File: src/inc/pwm_timer_pkg.sv
// Purpose: constants and types for the 16-bit timer pulse width modulation block
// Assumes: AXI4-Lite register access, 32-bit data, one clock
// Notes: offsets are byte addresses
`default_nettype none
package pwm_timer_pkg;
  // ********************
  // register map
  // ********************
  localparam logic [7:0] CTRL_ONE_OFS = 8'h00;
  localparam logic [7:0] CTRL_TWO_OFS = 8'h04;
  localparam logic [7:0] PULSE_HI_OFS = 8'h08;
  localparam logic [7:0] PULSE_LO_OFS = 8'h0C;
  localparam logic [7:0] PERIOD_HI_OFS = 8'h10;
  localparam logic [7:0] PERIOD_LO_OFS = 8'h14;
  localparam logic [7:0] STATUS_OFS = 8'h18;
  localparam logic [7:0] MASK_OFS = 8'h1C;
  localparam logic [7:0] COUNT_OFS = 8'h20;
  localparam logic [7:0] CAPTURE_OFS = 8'h24;
  // ********************
  // fields and reset values
  // ********************
  localparam int PULSE_LVL_BIT = 0;
  localparam int PERIOD_LVL_BIT = 1;
  localparam int CAP_IE_BIT = 2;
  localparam int CLK_SEL_LSB = 0;
  localparam int OUT_EN_BIT = 2;
  localparam int PWM_BIT = 3;
  localparam int ONE_PULSE_BIT = 4;
  localparam int CAP_ONE_BIT = 0;
  localparam int CAP_TWO_BIT = 1;
  localparam int CMP_ONE_BIT = 2;
  localparam int CMP_TWO_BIT = 3;
  localparam logic [15:0] RELOAD_VALUE = 16'hFFFC;
  localparam logic [15:0] COMPARE_RESET = 16'h0000;
  localparam logic [3:0] MASK_RESET = 4'h0;
  localparam logic [1:0] RESP_OKAY = 2'h0;
  localparam logic [1:0] RESP_SLVERR = 2'h2;
  localparam logic [1:0] CLK_DIV4 = 2'h0;
  localparam logic [1:0] CLK_DIV2 = 2'h1;
  localparam logic [1:0] CLK_DIV8 = 2'h2;
  localparam logic [1:0] CLK_EXT = 2'h3;
  localparam logic [2:0] DIV2_MASK = 3'h1;
  localparam logic [2:0] DIV4_MASK = 3'h3;
  localparam logic [2:0] DIV8_MASK = 3'h7;

  typedef struct packed {
    logic one_pulse;
    logic pwm_on;
    logic out_en;
    logic [1:0] clk_sel;
  } ctrl_two_s;
endpackage
`default_nettype wire

File: src/verilog/pwm_timer.sv
// Purpose: pulse width modulation mode of a 16-bit free-running timer
// Assumes: AXI4-Lite slave, pins synchronous to aclk, 50 MHz clock
// Notes: status bits clear by writing one; irq is a level
//
// How it works
// - compare writes go to buffers, taken into use in pwm mode only at period end; outside pwm at once.
// - pulse compare match drives output to the pulse match level.
// - period compare match drives output to the period match level.
// - output pin used only with output enable; pwm bit activates mode.
// - levels high then low give positive pulse of period minus pulse.
// - equal levels keep the output constant.
// - clock select gives cpu clock over 2, 4 or 8, or external clock.
// - period match in pwm mode reloads the counter with FFFC.
// - high byte write inhibits that compare until low byte is written.
// - compare flags are never set while modulating.
// - period match sets capture one flag; interrupt if enabled.
// - capture one pin is ignored while modulating.
// - capture two pin still captures and flags while modulating.
// - pwm and one pulse both set means pwm only.
// - modulation takes the compare one function and period register.
`default_nettype none
module pwm_timer (
  input wire logic aclk,
  input wire logic aresetn,
  input wire logic [7:0] s_axi_awaddr,
  input wire logic s_axi_awvalid,
  output logic s_axi_awready,
  input wire logic [31:0] s_axi_wdata,
  input wire logic [3:0] s_axi_wstrb,
  input wire logic s_axi_wvalid,
  output logic s_axi_wready,
  output logic [1:0] s_axi_bresp,
  output logic s_axi_bvalid,
  input wire logic s_axi_bready,
  input wire logic [7:0] s_axi_araddr,
  input wire logic s_axi_arvalid,
  output logic s_axi_arready,
  output logic [31:0] s_axi_rdata,
  output logic [1:0] s_axi_rresp,
  output logic s_axi_rvalid,
  input wire logic s_axi_rready,
  input wire logic ext_clk,
  input wire logic capture_one_pin,
  input wire logic capture_two_pin,
  output logic modulated_output_pin,
  output logic pin_owned,
  output logic irq
);
  // ********************
  // registers
  // ********************
  logic [2:0] ctrl_one_q;
  pwm_timer_pkg::ctrl_two_s ctrl_two_q;
  logic [15:0] pulse_buf_q, period_buf_q, pulse_act_q, period_act_q;
  logic pulse_inh_q, period_inh_q;
  logic [3:0] status_q, mask_q;
  logic [15:0] count_q, capture_two_value_q;
  logic [2:0] pre_q;
  logic ext_q, cap1_q, cap2_q;
  logic aw_q, w_q;
  logic [7:0] awaddr_q;
  logic [31:0] wdata_q;
  logic [3:0] wstrb_q;

  // ********************
  // bus decode
  // ********************
  wire do_write = aw_q && w_q && !s_axi_bvalid;
  wire wr_ok = do_write && wstrb_q[0];
  wire wr_c1 = wr_ok && awaddr_q == pwm_timer_pkg::CTRL_ONE_OFS;
  wire wr_c2 = wr_ok && awaddr_q == pwm_timer_pkg::CTRL_TWO_OFS;
  wire wr_ph = wr_ok && awaddr_q == pwm_timer_pkg::PULSE_HI_OFS;
  wire wr_pl = wr_ok && awaddr_q == pwm_timer_pkg::PULSE_LO_OFS;
  wire wr_th = wr_ok && awaddr_q == pwm_timer_pkg::PERIOD_HI_OFS;
  wire wr_tl = wr_ok && awaddr_q == pwm_timer_pkg::PERIOD_LO_OFS;
  wire wr_st = wr_ok && awaddr_q == pwm_timer_pkg::STATUS_OFS;
  wire wr_mk = wr_ok && awaddr_q == pwm_timer_pkg::MASK_OFS;
  wire wr_known = awaddr_q inside {pwm_timer_pkg::CTRL_ONE_OFS, pwm_timer_pkg::CTRL_TWO_OFS,
    pwm_timer_pkg::PULSE_HI_OFS, pwm_timer_pkg::PULSE_LO_OFS, pwm_timer_pkg::PERIOD_HI_OFS,
    pwm_timer_pkg::PERIOD_LO_OFS, pwm_timer_pkg::STATUS_OFS, pwm_timer_pkg::MASK_OFS,
    pwm_timer_pkg::COUNT_OFS, pwm_timer_pkg::CAPTURE_OFS};
  wire [7:0] wbyte = wdata_q[7:0];

  logic [31:0] rd_mux;
  logic rd_known;
  always_comb begin
    rd_known = 1'b1;
    unique case (s_axi_araddr)
      pwm_timer_pkg::CTRL_ONE_OFS: rd_mux = {29'h0, ctrl_one_q};
      pwm_timer_pkg::CTRL_TWO_OFS: rd_mux = {27'h0, ctrl_two_q};
      pwm_timer_pkg::PULSE_HI_OFS: rd_mux = {24'h0, pulse_buf_q[15:8]};
      pwm_timer_pkg::PULSE_LO_OFS: rd_mux = {24'h0, pulse_buf_q[7:0]};
      pwm_timer_pkg::PERIOD_HI_OFS: rd_mux = {24'h0, period_buf_q[15:8]};
      pwm_timer_pkg::PERIOD_LO_OFS: rd_mux = {24'h0, period_buf_q[7:0]};
      pwm_timer_pkg::STATUS_OFS: rd_mux = {28'h0, status_q};
      pwm_timer_pkg::MASK_OFS: rd_mux = {28'h0, mask_q};
      pwm_timer_pkg::COUNT_OFS: rd_mux = {16'h0, count_q};
      pwm_timer_pkg::CAPTURE_OFS: rd_mux = {16'h0, capture_two_value_q};
      default: begin
        rd_mux = 32'h0;
        rd_known = 1'b0;
      end
    endcase
  end

  // ********************
  // timer clock and modes
  // ********************
  // pwm wins over one-pulse: one_pulse bit is only stored
  wire pwm_mode = ctrl_two_q.pwm_on;
  wire ext_rise = ext_q == 1'b0 && ext_clk == 1'b1;
  wire [1:0] csel = ctrl_two_q.clk_sel;
  wire tick = (csel == pwm_timer_pkg::CLK_DIV2 && (pre_q & pwm_timer_pkg::DIV2_MASK) == 3'h0)
    || (csel == pwm_timer_pkg::CLK_DIV4 && (pre_q & pwm_timer_pkg::DIV4_MASK) == 3'h0)
    || (csel == pwm_timer_pkg::CLK_DIV8 && (pre_q & pwm_timer_pkg::DIV8_MASK) == 3'h0)
    || (csel == pwm_timer_pkg::CLK_EXT && ext_rise);
  // compares evaluated on each step inhibited mid-write
  wire pulse_hit = tick && !pulse_inh_q && count_q == pulse_act_q;
  wire period_hit = tick && !period_inh_q && count_q == period_act_q;
  wire end_period = pwm_mode && period_hit;
  wire cap1_edge = !cap1_q && capture_one_pin && !pwm_mode;
  wire cap2_edge = !cap2_q && capture_two_pin;
  wire cmp1_ev = !pwm_mode && pulse_hit;
  wire cmp2_ev = !pwm_mode && period_hit;
  wire [3:0] ev = {cmp2_ev, cmp1_ev, cap2_edge, cap1_edge | end_period};
  wire [3:0] clr = wr_st ? wbyte[3:0] : 4'h0;

  // ********************
  // bus handshake
  // ********************
  always_ff @(posedge aclk) begin
    if (!aresetn) begin
      aw_q <= 1'b0;
      w_q <= 1'b0;
      awaddr_q <= 8'h00;
      wdata_q <= 32'h0;
      wstrb_q <= 4'h0;
      s_axi_awready <= 1'b0;
      s_axi_wready <= 1'b0;
      s_axi_bvalid <= 1'b0;
      s_axi_bresp <= pwm_timer_pkg::RESP_OKAY;
      s_axi_arready <= 1'b0;
      s_axi_rvalid <= 1'b0;
      s_axi_rdata <= 32'h0;
      s_axi_rresp <= pwm_timer_pkg::RESP_OKAY;
    end else begin
      s_axi_awready <= !aw_q && !s_axi_awready && s_axi_awvalid;
      s_axi_wready <= !w_q && !s_axi_wready && s_axi_wvalid;
      if (s_axi_awvalid && s_axi_awready) begin
        aw_q <= 1'b1;
        awaddr_q <= s_axi_awaddr;
      end
      if (s_axi_wvalid && s_axi_wready) begin
        w_q <= 1'b1;
        wdata_q <= s_axi_wdata;
        wstrb_q <= s_axi_wstrb;
      end
      if (do_write) begin
        aw_q <= 1'b0;
        w_q <= 1'b0;
        s_axi_bvalid <= 1'b1;
        s_axi_bresp <= wr_known ? pwm_timer_pkg::RESP_OKAY : pwm_timer_pkg::RESP_SLVERR;
      end else if (s_axi_bready) begin
        s_axi_bvalid <= 1'b0;
      end
      s_axi_arready <= !s_axi_arready && !s_axi_rvalid && s_axi_arvalid;
      if (s_axi_arvalid && s_axi_arready) begin
        s_axi_rvalid <= 1'b1;
        s_axi_rdata <= rd_mux;
        s_axi_rresp <= rd_known ? pwm_timer_pkg::RESP_OKAY : pwm_timer_pkg::RESP_SLVERR;
      end else if (s_axi_rready) begin
        s_axi_rvalid <= 1'b0;
      end
    end
  end

  // ********************
  // control and compare buffers
  // ********************
  always_ff @(posedge aclk) begin
    if (!aresetn) begin
      ctrl_one_q <= 3'h0;
      ctrl_two_q <= '0;
      pulse_buf_q <= pwm_timer_pkg::COMPARE_RESET;
      period_buf_q <= pwm_timer_pkg::COMPARE_RESET;
      pulse_inh_q <= 1'b0;
      period_inh_q <= 1'b0;
      mask_q <= pwm_timer_pkg::MASK_RESET;
    end else begin
      if (wr_c1) ctrl_one_q <= wbyte[2:0];
      if (wr_c2) ctrl_two_q <= wbyte[4:0];
      if (wr_mk) mask_q <= wbyte[3:0];
      if (wr_ph) begin
        pulse_buf_q[15:8] <= wbyte;
        pulse_inh_q <= 1'b1;
      end
      if (wr_pl) begin
        pulse_buf_q[7:0] <= wbyte;
        pulse_inh_q <= 1'b0;
      end
      if (wr_th) begin
        period_buf_q[15:8] <= wbyte;
        period_inh_q <= 1'b1;
      end
      if (wr_tl) begin
        period_buf_q[7:0] <= wbyte;
        period_inh_q <= 1'b0;
      end
    end
  end

  // ********************
  // counter, output and flags
  // ********************
  // active compares follow buffers outside pwm; in pwm only at period end,
  // so a new value never cuts a pulse short
  wire load_act = !pwm_mode || end_period;
  wire pulse_lvl = ctrl_one_q[pwm_timer_pkg::PULSE_LVL_BIT];
  wire period_lvl = ctrl_one_q[pwm_timer_pkg::PERIOD_LVL_BIT];
  logic out_d;
  always_comb begin
    out_d = modulated_output_pin;
    if (pwm_mode && pulse_hit) out_d = pulse_lvl;
    // period level last so it wins a same-step match
    if (end_period) out_d = period_lvl;
  end

  always_ff @(posedge aclk) begin
    if (!aresetn) begin
      pre_q <= 3'h0;
      ext_q <= 1'b0;
      cap1_q <= 1'b0;
      cap2_q <= 1'b0;
      count_q <= pwm_timer_pkg::RELOAD_VALUE;
      pulse_act_q <= pwm_timer_pkg::COMPARE_RESET;
      period_act_q <= pwm_timer_pkg::COMPARE_RESET;
      capture_two_value_q <= 16'h0000;
      status_q <= 4'h0;
      modulated_output_pin <= 1'b0;
      pin_owned <= 1'b0;
      irq <= 1'b0;
    end else begin
      pre_q <= pre_q + 3'h1;
      ext_q <= ext_clk;
      cap1_q <= capture_one_pin;
      cap2_q <= capture_two_pin;
      if (end_period) count_q <= pwm_timer_pkg::RELOAD_VALUE;
      else if (tick) count_q <= count_q + 16'h0001;
      if (load_act) begin
        pulse_act_q <= pulse_buf_q;
        period_act_q <= period_buf_q;
      end
      if (cap2_edge) capture_two_value_q <= count_q;
      status_q <= (status_q & ~clr) | ev; // set wins over clear
      modulated_output_pin <= out_d;
      pin_owned <= ctrl_two_q.out_en;
      irq <= |(((status_q & ~clr) | ev) & mask_q
        & {3'h7, ctrl_one_q[pwm_timer_pkg::CAP_IE_BIT]});
    end
  end

  // ********************
  // checks
  // ********************
  a_period_reload: assert property (@(posedge aclk) disable iff (!aresetn)
    end_period |=> count_q == pwm_timer_pkg::RELOAD_VALUE)
    else $error("period match did not reload counter");
  a_no_cmp_flags: assert property (@(posedge aclk) disable iff (!aresetn)
    $past(pwm_mode) |-> !$rose(status_q[3]) && !$rose(status_q[2]))
    else $error("compare flag set in pwm mode");
  a_cap_one_flag: assert property (@(posedge aclk) disable iff (!aresetn)
    end_period |=> status_q[pwm_timer_pkg::CAP_ONE_BIT])
    else $error("capture one flag missing at period end");
  a_period_level: assert property (@(posedge aclk) disable iff (!aresetn)
    end_period |=> modulated_output_pin == $past(period_lvl))
    else $error("wrong level after period match");
  a_pulse_level: assert property (@(posedge aclk) disable iff (!aresetn)
    pwm_mode && pulse_hit && !period_hit |=> modulated_output_pin == $past(pulse_lvl))
    else $error("wrong level after pulse match");
  a_buffer_hold: assert property (@(posedge aclk) disable iff (!aresetn)
    pwm_mode && !end_period |=> $stable(period_act_q) && $stable(pulse_act_q))
    else $error("active compare changed mid period");
  a_hi_inhibit: assert property (@(posedge aclk) disable iff (!aresetn)
    wr_th && !wr_tl |=> !period_hit)
    else $error("period compare not inhibited after high byte");
  a_cap_two: assert property (@(posedge aclk) disable iff (!aresetn)
    cap2_edge |=> capture_two_value_q == $past(count_q) && status_q[1])
    else $error("capture two not taken");
  a_constant_out: assert property (@(posedge aclk) disable iff (!aresetn)
    pwm_mode && pulse_lvl == period_lvl && modulated_output_pin == pulse_lvl
      && $stable(ctrl_one_q) |=> $stable(modulated_output_pin))
    else $error("output toggled with equal levels");
  a_cap_one_off: assert property (@(posedge aclk) disable iff (!aresetn)
    $past(pwm_mode) && !$past(end_period) && !$past(status_q[pwm_timer_pkg::CAP_ONE_BIT])
      |-> !status_q[pwm_timer_pkg::CAP_ONE_BIT])
    else $error("capture one pin acted in pwm mode");
  a_load_at_end: assert property (@(posedge aclk) disable iff (!aresetn)
    end_period |=> period_act_q == $past(period_buf_q) && pulse_act_q == $past(pulse_buf_q))
    else $error("buffers not taken at period end");
  a_pos_pulse: assert property (@(posedge aclk) disable iff (!aresetn)
    pwm_mode && pulse_lvl && !period_lvl && pulse_hit && !period_hit |=> modulated_output_pin)
    else $error("positive pulse did not start at pulse match");
  a_pulse_inhibit: assert property (@(posedge aclk) disable iff (!aresetn)
    wr_ph && !wr_pl |=> !pulse_hit)
    else $error("pulse compare not inhibited after high byte");
  a_out_idle: assert property (@(posedge aclk) disable iff (!aresetn)
    !pwm_mode |=> $stable(modulated_output_pin))
    else $error("output moved outside pwm mode");
  a_owned_off: assert property (@(posedge aclk) disable iff (!aresetn)
    !ctrl_two_q.out_en |=> !pin_owned)
    else $error("pin owned without output enable");

  // ********************
  // checks on the timer clock and interrupt
  // ********************
  // prescaler is free-running, so any window of one divide mode as long as its divisor holds exactly one tick
  a_div2_rate: assert property (@(posedge aclk) disable iff (!aresetn)
    (csel == pwm_timer_pkg::CLK_DIV2) [*2] |-> tick != $past(tick))
    else $error("timer tick rate wrong for divide by 2");
  a_div4_rate: assert property (@(posedge aclk) disable iff (!aresetn)
    (csel == pwm_timer_pkg::CLK_DIV4) [*4]
      |-> $countones({tick, $past(tick), $past(tick, 2), $past(tick, 3)}) == 1)
    else $error("timer tick rate wrong for divide by 4");
  a_div8_rate: assert property (@(posedge aclk) disable iff (!aresetn)
    (csel == pwm_timer_pkg::CLK_DIV8) [*8]
      |-> $countones({tick, $past(tick), $past(tick, 2), $past(tick, 3), $past(tick, 4),
        $past(tick, 5), $past(tick, 6), $past(tick, 7)}) == 1)
    else $error("timer tick rate wrong for divide by 8");
  a_ext_tick: assert property (@(posedge aclk) disable iff (!aresetn)
    csel == pwm_timer_pkg::CLK_EXT |-> tick == (ext_clk && !$past(ext_clk)))
    else $error("external clock tick missed or extra");
  a_count_step: assert property (@(posedge aclk) disable iff (!aresetn)
    tick && !end_period |=> count_q == $past(count_q) + 16'h0001)
    else $error("counter did not step on tick");
  a_count_hold: assert property (@(posedge aclk) disable iff (!aresetn)
    !tick |=> $stable(count_q))
    else $error("counter moved without tick");
  a_irq_on: assert property (@(posedge aclk) disable iff (!aresetn)
    status_q[pwm_timer_pkg::CAP_ONE_BIT] && mask_q[0] && ctrl_one_q[pwm_timer_pkg::CAP_IE_BIT]
      && !clr[0] |=> irq)
    else $error("interrupt missing for enabled capture one flag");
  a_irq_off: assert property (@(posedge aclk) disable iff (!aresetn)
    (status_q & mask_q) == 4'h0 && ev == 4'h0 |=> !irq)
    else $error("interrupt raised with no unmasked flag");
endmodule // pwm_timer
`default_nettype wire
File: config.mk
export PLATFORM = sky130hd
export DESIGN_NAME = pwm_timer
export DESIGN_NICKNAME = d
export VERILOG_FILES = /design/src/inc/pwm_timer_pkg.sv /design/src/verilog/pwm_timer.sv
export SDC_FILE = /design/constraint.sdc
export NUM_CORES = 1
export LEC_CHECK = 0
export ABC_CLOCK_PERIOD_IN_PS = 4300
export BUFFER_PORTS_ARGS = -buffer_cell sky130_fd_sc_hd__buf_2
export CAP_MARGIN = 20
export CORE_MARGIN = 2
export CORE_UTILIZATION = 59
export CTS_BUF_LIST = sky130_fd_sc_hd__clkbuf_16
export DETAILED_ROUTE_END_ITERATION = 12
export PLACE_DENSITY = 0.81
export SLEW_MARGIN = 20
export SYNTH_ARGS = -nofsm -noshare
export SYNTH_HDL_FRONTEND = slang
export SYNTH_SLANG_ARGS = --single-unit
File: constraint.sdc
create_clock -name aclk -period 4.3 [get_ports aclk]
set_clock_uncertainty 0.15 [all_clocks]
set_input_delay 1.29 -clock aclk [delete_from_list [all_inputs] [get_ports aclk]]
set_output_delay 1.29 -clock aclk [all_outputs]
set_load 0.01 [all_outputs]
; After elaboration in Yosys (flattened, before gate mapping)
; Cells that the tools add are included.
[word_totals]
regBits = 183
input_bits = 62
wordCells = 149
out_inout_bits = 44
[op_classes]
n_reduce_logical = 68
bitwise = 8
addsub = 2
eq_ne = 23
muxes = 11
[op_table]
columns = operator, count
row1 = 16-bit case mux with 10 select lines, 1
row2 = "8-bit by 5-bit == test with 1-bit output, second input constant", 8
row3 = 1-bit logical AND, 36
row4 = 16-bit == test, 2
row5 = "8-bit by 4-bit == test with 1-bit output, second input constant", 4
row6 = "8-bit by 6-bit == test with 1-bit output, second input constant", 4
row7 = "16-bit by 1-bit adder with 16-bit output, second input constant", 1
row8 = "8-bit by 3-bit == test with 1-bit output, second input constant", 2
row9 = 8-bit zero test, 2
row10 = 4-bit AND, 3
row11 = 1-bit zero test, 12
row12 = 10-bit nonzero test, 1
row13 = 10-bit OR reduction, 1
row14 = 3-bit zero test, 3
row15 = 2-bit OR reduction, 4
row16 = 1-bit two-way mux, 7
row17 = 2-bit nonzero test, 3
row18 = "2-bit == test, second input constant", 2
row19 = 1-bit logical OR, 4
row20 = 2-bit two-way mux, 2
row21 = 4-bit two-way mux, 1
row22 = 4-bit NOT, 1
row23 = 4-bit bitwise OR, 1
row24 = 4-bit OR reduction, 1
row25 = other kinds (5), 6

; Logic depth before layout (Yosys ltp)
[logic_depth]
depth_word = 13
mapped_depth = 9
mapped_depth_nobuf = 7

; Worst setup path before layout
; OpenSTA, ideal clock, no wires.
[synth_path]
path_kind = input to register
startpoint = input s_axi_araddr[4]
endpoint = register s_axi_rdata[10]
t_arrival_ns = 2.772
path_slack_ns = 1.298
cell_stages = 5
required_time_ns = 4.070
path_buffers = 1
setup_ns = 0.080
cell_sequence = or4b_2 > nor2_1 > clkbuf_1 > a221oi_1 > nor3b_1
[synth_between]
elab_chain_len = 2
word_cells_on_any_way = 11
cone_classes = 9 x eq/ne / 1 x mux / 1 x reduce/logical
[synth_lines]
columns = element, line
row1 = from (decl), pwm_timer.sv:35  ; input wire logic [7:0] s_axi_araddr,
row2 = 8-bit by 6-bit == test with 1-bit output (tied with other cells), pwm_timer.sv:88  ; unique case (s_axi_araddr)
row3 = 16-bit case mux with 10 select lines *, pwm_timer.sv:88
row4 = to (signal assigned), pwm_timer.sv:169  ; s_axi_rdata <= rd_mux;
row5 = to (decl), pwm_timer.sv:38  ; output logic [31:0] s_axi_rdata,
; Mark *: on every way between the ends. The rest lies on a longest branch, timed or not.
; A chain may end at the register's enable or synchronous reset.

; Final worst setup path
[layout_path]
startpoint = input s_axi_araddr[4]
endpoint = register s_axi_rdata[0]
; Same word-level chain as after synthesis.

==> metrics <==
CP arrival 3480 ps; largest cells by area after synthesis sky130_fd_sc_hd__dfxtp_1 (43%), sky130_fd_sc_hd__nand2_1 (6.0%), sky130_fd_sc_hd__mux2i_1 (5.7%), sky130_fd_sc_hd__nor2b_1 (3.9%), sky130_fd_sc_hd__nand3_1 (3.8%); setup-violating endpoint count in the final report 0; routed wire length per instance 17.4 um; standard cell core area 12,700 um^2; combined area of all synthesized cells 7670 um^2; fin nets 955; number of max-cap violations 0; net switching component of the power 0.781 mW; minimum period implied by the final worst setup slack 3290 ps; Max Slew Vio Count 0; HP Class flip-flop to flip-flop; final setup slack of the worst path 1010 ps; sum of negative setup slack 0 ps; Register Area 3300 um^2; most repeated cell in the gate-level netlist after synthesis sky130_fd_sc_hd__dfxtp_1; sum of net half-perimeters after detailed placement 12,900 um; Hold Path Sink s_axi_wready; Total Wirelength 18,700 um; count of fill cells added during filler insertion 1,035; worst setup slack before clock tree synthesis 613 ps; top flip-flop cell by instance count after synthesis sky130_fd_sc_hd__dfxtp_1; total via count after detailed routing 6,208; largest net degree at the start of global routing 87; launch instance of the worst register-to-register path count_q[7]; actual slew at the worst max-slew pin 872 ps; global-route congestion overflow total 0; buffers added on ports 60; sinks on the clock net 165; TritonCTS clock tree built; RSZ-0062 raised after global routing no; Static Leak 3.05 nW; clock-pin slew on the worst setup and hold paths 60 ps; cell-internal power 2.56 mW; clock latency of the later-clocked register in the worst-skew pair 420 ps; most numerous cell types in the synthesized netlist sky130_fd_sc_hd__dfxtp_1 (165), sky130_fd_sc_hd__nand2_1 (123), sky130_fd_sc_hd__nand3_1 (59); cell count of the worst hold path 1; min-delay src w_q; pwr/cell area 395 nW/um^2; Iter 0 DRT Violations 602; post-CTS setup buffer count 0; highest achievable clock rate 304 MHz; fraction of the yosys area taken by sequential cells 0.431; critical path class input pin to flip-flop; share of the core filled with cells in the final layout 0.666; cell depth of the worst flop-to-flop path 6; post-DR vias/cell 5.77; number of search-and-repair iterations in the first detailed-routing pass 6; fraction of final layout cells sized beyond drive strength 1 0.146; routability congestion estimate from global placement 0.962; Die Footprint 13,900 um^2; flop2flop setup slack 1680 ps; sum of met2 wire segment lengths after detailed routing 8910 um; maximum buffer depth of the clock tree 2; switching share of total power 0.234; M1 wire length 7760 um; fraction of post-synthesis cell area in the top cell type by area 0.431; Final Cycle Share 0.766; part of the total power dissipated in sequential elements 0.484; horizontal die dimension 118 um; antenna violations before repair 0; largest area contributor in the netlist sky130_fd_sc_hd__dfxtp_1; total routing usage reported by global routing 0.270; worst supply voltage drop on vdd 0.290 mV; number of cells produced by synthesis 870; Clk network pwr share 0.455; detailed-routed wire length on met3 1440 um; count of flip-flops with a built-in enable after synthesis 0; count of cell types in the netlist 62; register bit total from synthesis 165; row cnt 41; first-pass GRT wire length 29,700 um; number of global-route vias before repair 5,741; Top Metal Used met4; antenna-violating nets left 0; number of levels the H-tree was split into 4; post-synthesis async set-or-reset flop share 0; synthesis-to-finish area growth 10.1%; overall power consumption 3.34 mW; CP Data Required Time 4490 ps; critical path peak fanout 7; initial core utilization 0.605; count of synthesis-stage warnings from yosys 0; Logic pwr share 0.061; outcome complete, no violations; post-route DRC violation count 0; number of buffers created by CTS 17; area occupied by multi-input gates 3880 um^2; synthesized area per cell 8.82 um^2; die span in y 118 um; antenna diode instance count 0; normalized max-slew margin 0.410; R2R Path End count_q[1]; master cell of the clock root buffer sky130_fd_sc_hd__clkbuf_16; # IOs 106; number of hold-repair buffers added at the cts stage 0; startpoint kind of the worst setup timing path input pin; final hold violation count 0; type of element capturing the critical path flip-flop; CTS resizes 0
cells by family after synthesis:
logic type / after synthesis / share of synthesized area
AND/OR/NAND/NOR: 355 / 0.238
flip-flops: 165 / 0.431
AO/OA/AOI/OAI: 150 / 0.131
buffers and inverters: 99 / 0.0719
multiplexers: 50 / 0.0692
XOR/XNOR: 47 / 0.0537
adder cells (fa/ha/maj): 3 / 0.00489
other: 1 / 0.000489
cell type report:
class                   count  area share
clock buffers              17      0.0504
multi-input cells         623       0.459
clock inverters            15      0.0194
inverters                   8     0.00356
repair buffers             75      0.0507
flip-flops and latches    165       0.391
well taps                 172      0.0255
critical path: stages:
cell                      delay [ps]
sky130_fd_sc_hd__buf_2           100
sky130_fd_sc_hd__or3_1           420
sky130_fd_sc_hd__nor2_1          420
sky130_fd_sc_hd__a21oi_1         130
sky130_fd_sc_hd__nor4_1          560
sky130_fd_sc_hd__nand2_1         290
sky130_fd_sc_hd__o21ai_0         270
placed cells by master (no fill, tap or decap), types with 8 or more instances in the layout:
cell type,Yosys,routed
sky130_fd_sc_hd__conb_1,1,18
sky130_fd_sc_hd__mux2i_1,44,44
sky130_fd_sc_hd__nor3_1,13,13
sky130_fd_sc_hd__xor2_1,24,24
sky130_fd_sc_hd__nor2b_1,48,48
sky130_fd_sc_hd__nand2_1,123,123
sky130_fd_sc_hd__a21oi_1,10,10
sky130_fd_sc_hd__clkbuf_16,0,17
sky130_fd_sc_hd__dfxtp_1,165,165
sky130_fd_sc_hd__nand2_2,10,10
sky130_fd_sc_hd__and2_1,13,13
sky130_fd_sc_hd__a221oi_1,11,11
sky130_fd_sc_hd__a21boi_0,36,36
sky130_fd_sc_hd__buf_2,12,59
sky130_fd_sc_hd__xnor2_1,23,23
sky130_fd_sc_hd__nand4_1,9,9
sky130_fd_sc_hd__nor2_1,30,30
sky130_fd_sc_hd__buf_4,18,15
sky130_fd_sc_hd__nand2b_1,8,8
sky130_fd_sc_hd__o21ai_0,51,51
sky130_fd_sc_hd__nor3b_1,11,11
sky130_fd_sc_hd__nand3_1,59,59
sky130_fd_sc_hd__inv_1,8,9
power by group through the flow:
stage	registers [mW]	logic, mW	clock network [mW]
detailed placement	1.65	0.199	0
global route	1.62	0.226	1.60
finish	1.62	0.203	1.52
global placement	1.65	0.195	0
floorplan	1.62	0.182	0
CTS	1.61	0.202	1.53
worst max path at each step:
stage	startpoint	endpoint	slack [ps]	depth (start not counted)
3_3_place_gp	s_axi_araddr[4]	s_axi_rdata[7]	760	7
4_1_cts	s_axi_araddr[4]	s_axi_rdata[0]	1070	7
3_5_place_dp	s_axi_araddr[4]	s_axi_rdata[0]	610	7
5_1_grt	s_axi_araddr[4]	s_axi_rdata[0]	810	7
6_report	s_axi_araddr[4]	s_axi_rdata[0]	1010	7
2_1_floorplan	s_axi_araddr[4]	s_axi_rdata[10]	1300	5
flip-flops by register name, indices dropped and copies added (netlist names), 4 cells and up:
signal	cells
period_buf_q	16
pulse_act_q	16
s_axi_rdata	16
pulse_buf_q	16
status_q	4
period_act_q	16
awaddr_q	8
wdata_q	8
mask_q	4
capture_two_value_q	16
count_q	16
metal layers:
metal,global-route usage,vias up
met3,0.0591,50
met5,0,-
li1,-,2991
met1,0.347,2886
met4,0.104,0
met2,0.442,281
metrics by stage:
step	instances	hold WS (ps)	area [um^2]
final	1075	294	8440
after global routing	1075	316	8440
after CTS	1075	295	8440
after detailed placement	1043	291	7860
after global placement	1043	284	7860
after floorplan	887	263	7730
Power figures use the tool's default switching activity.
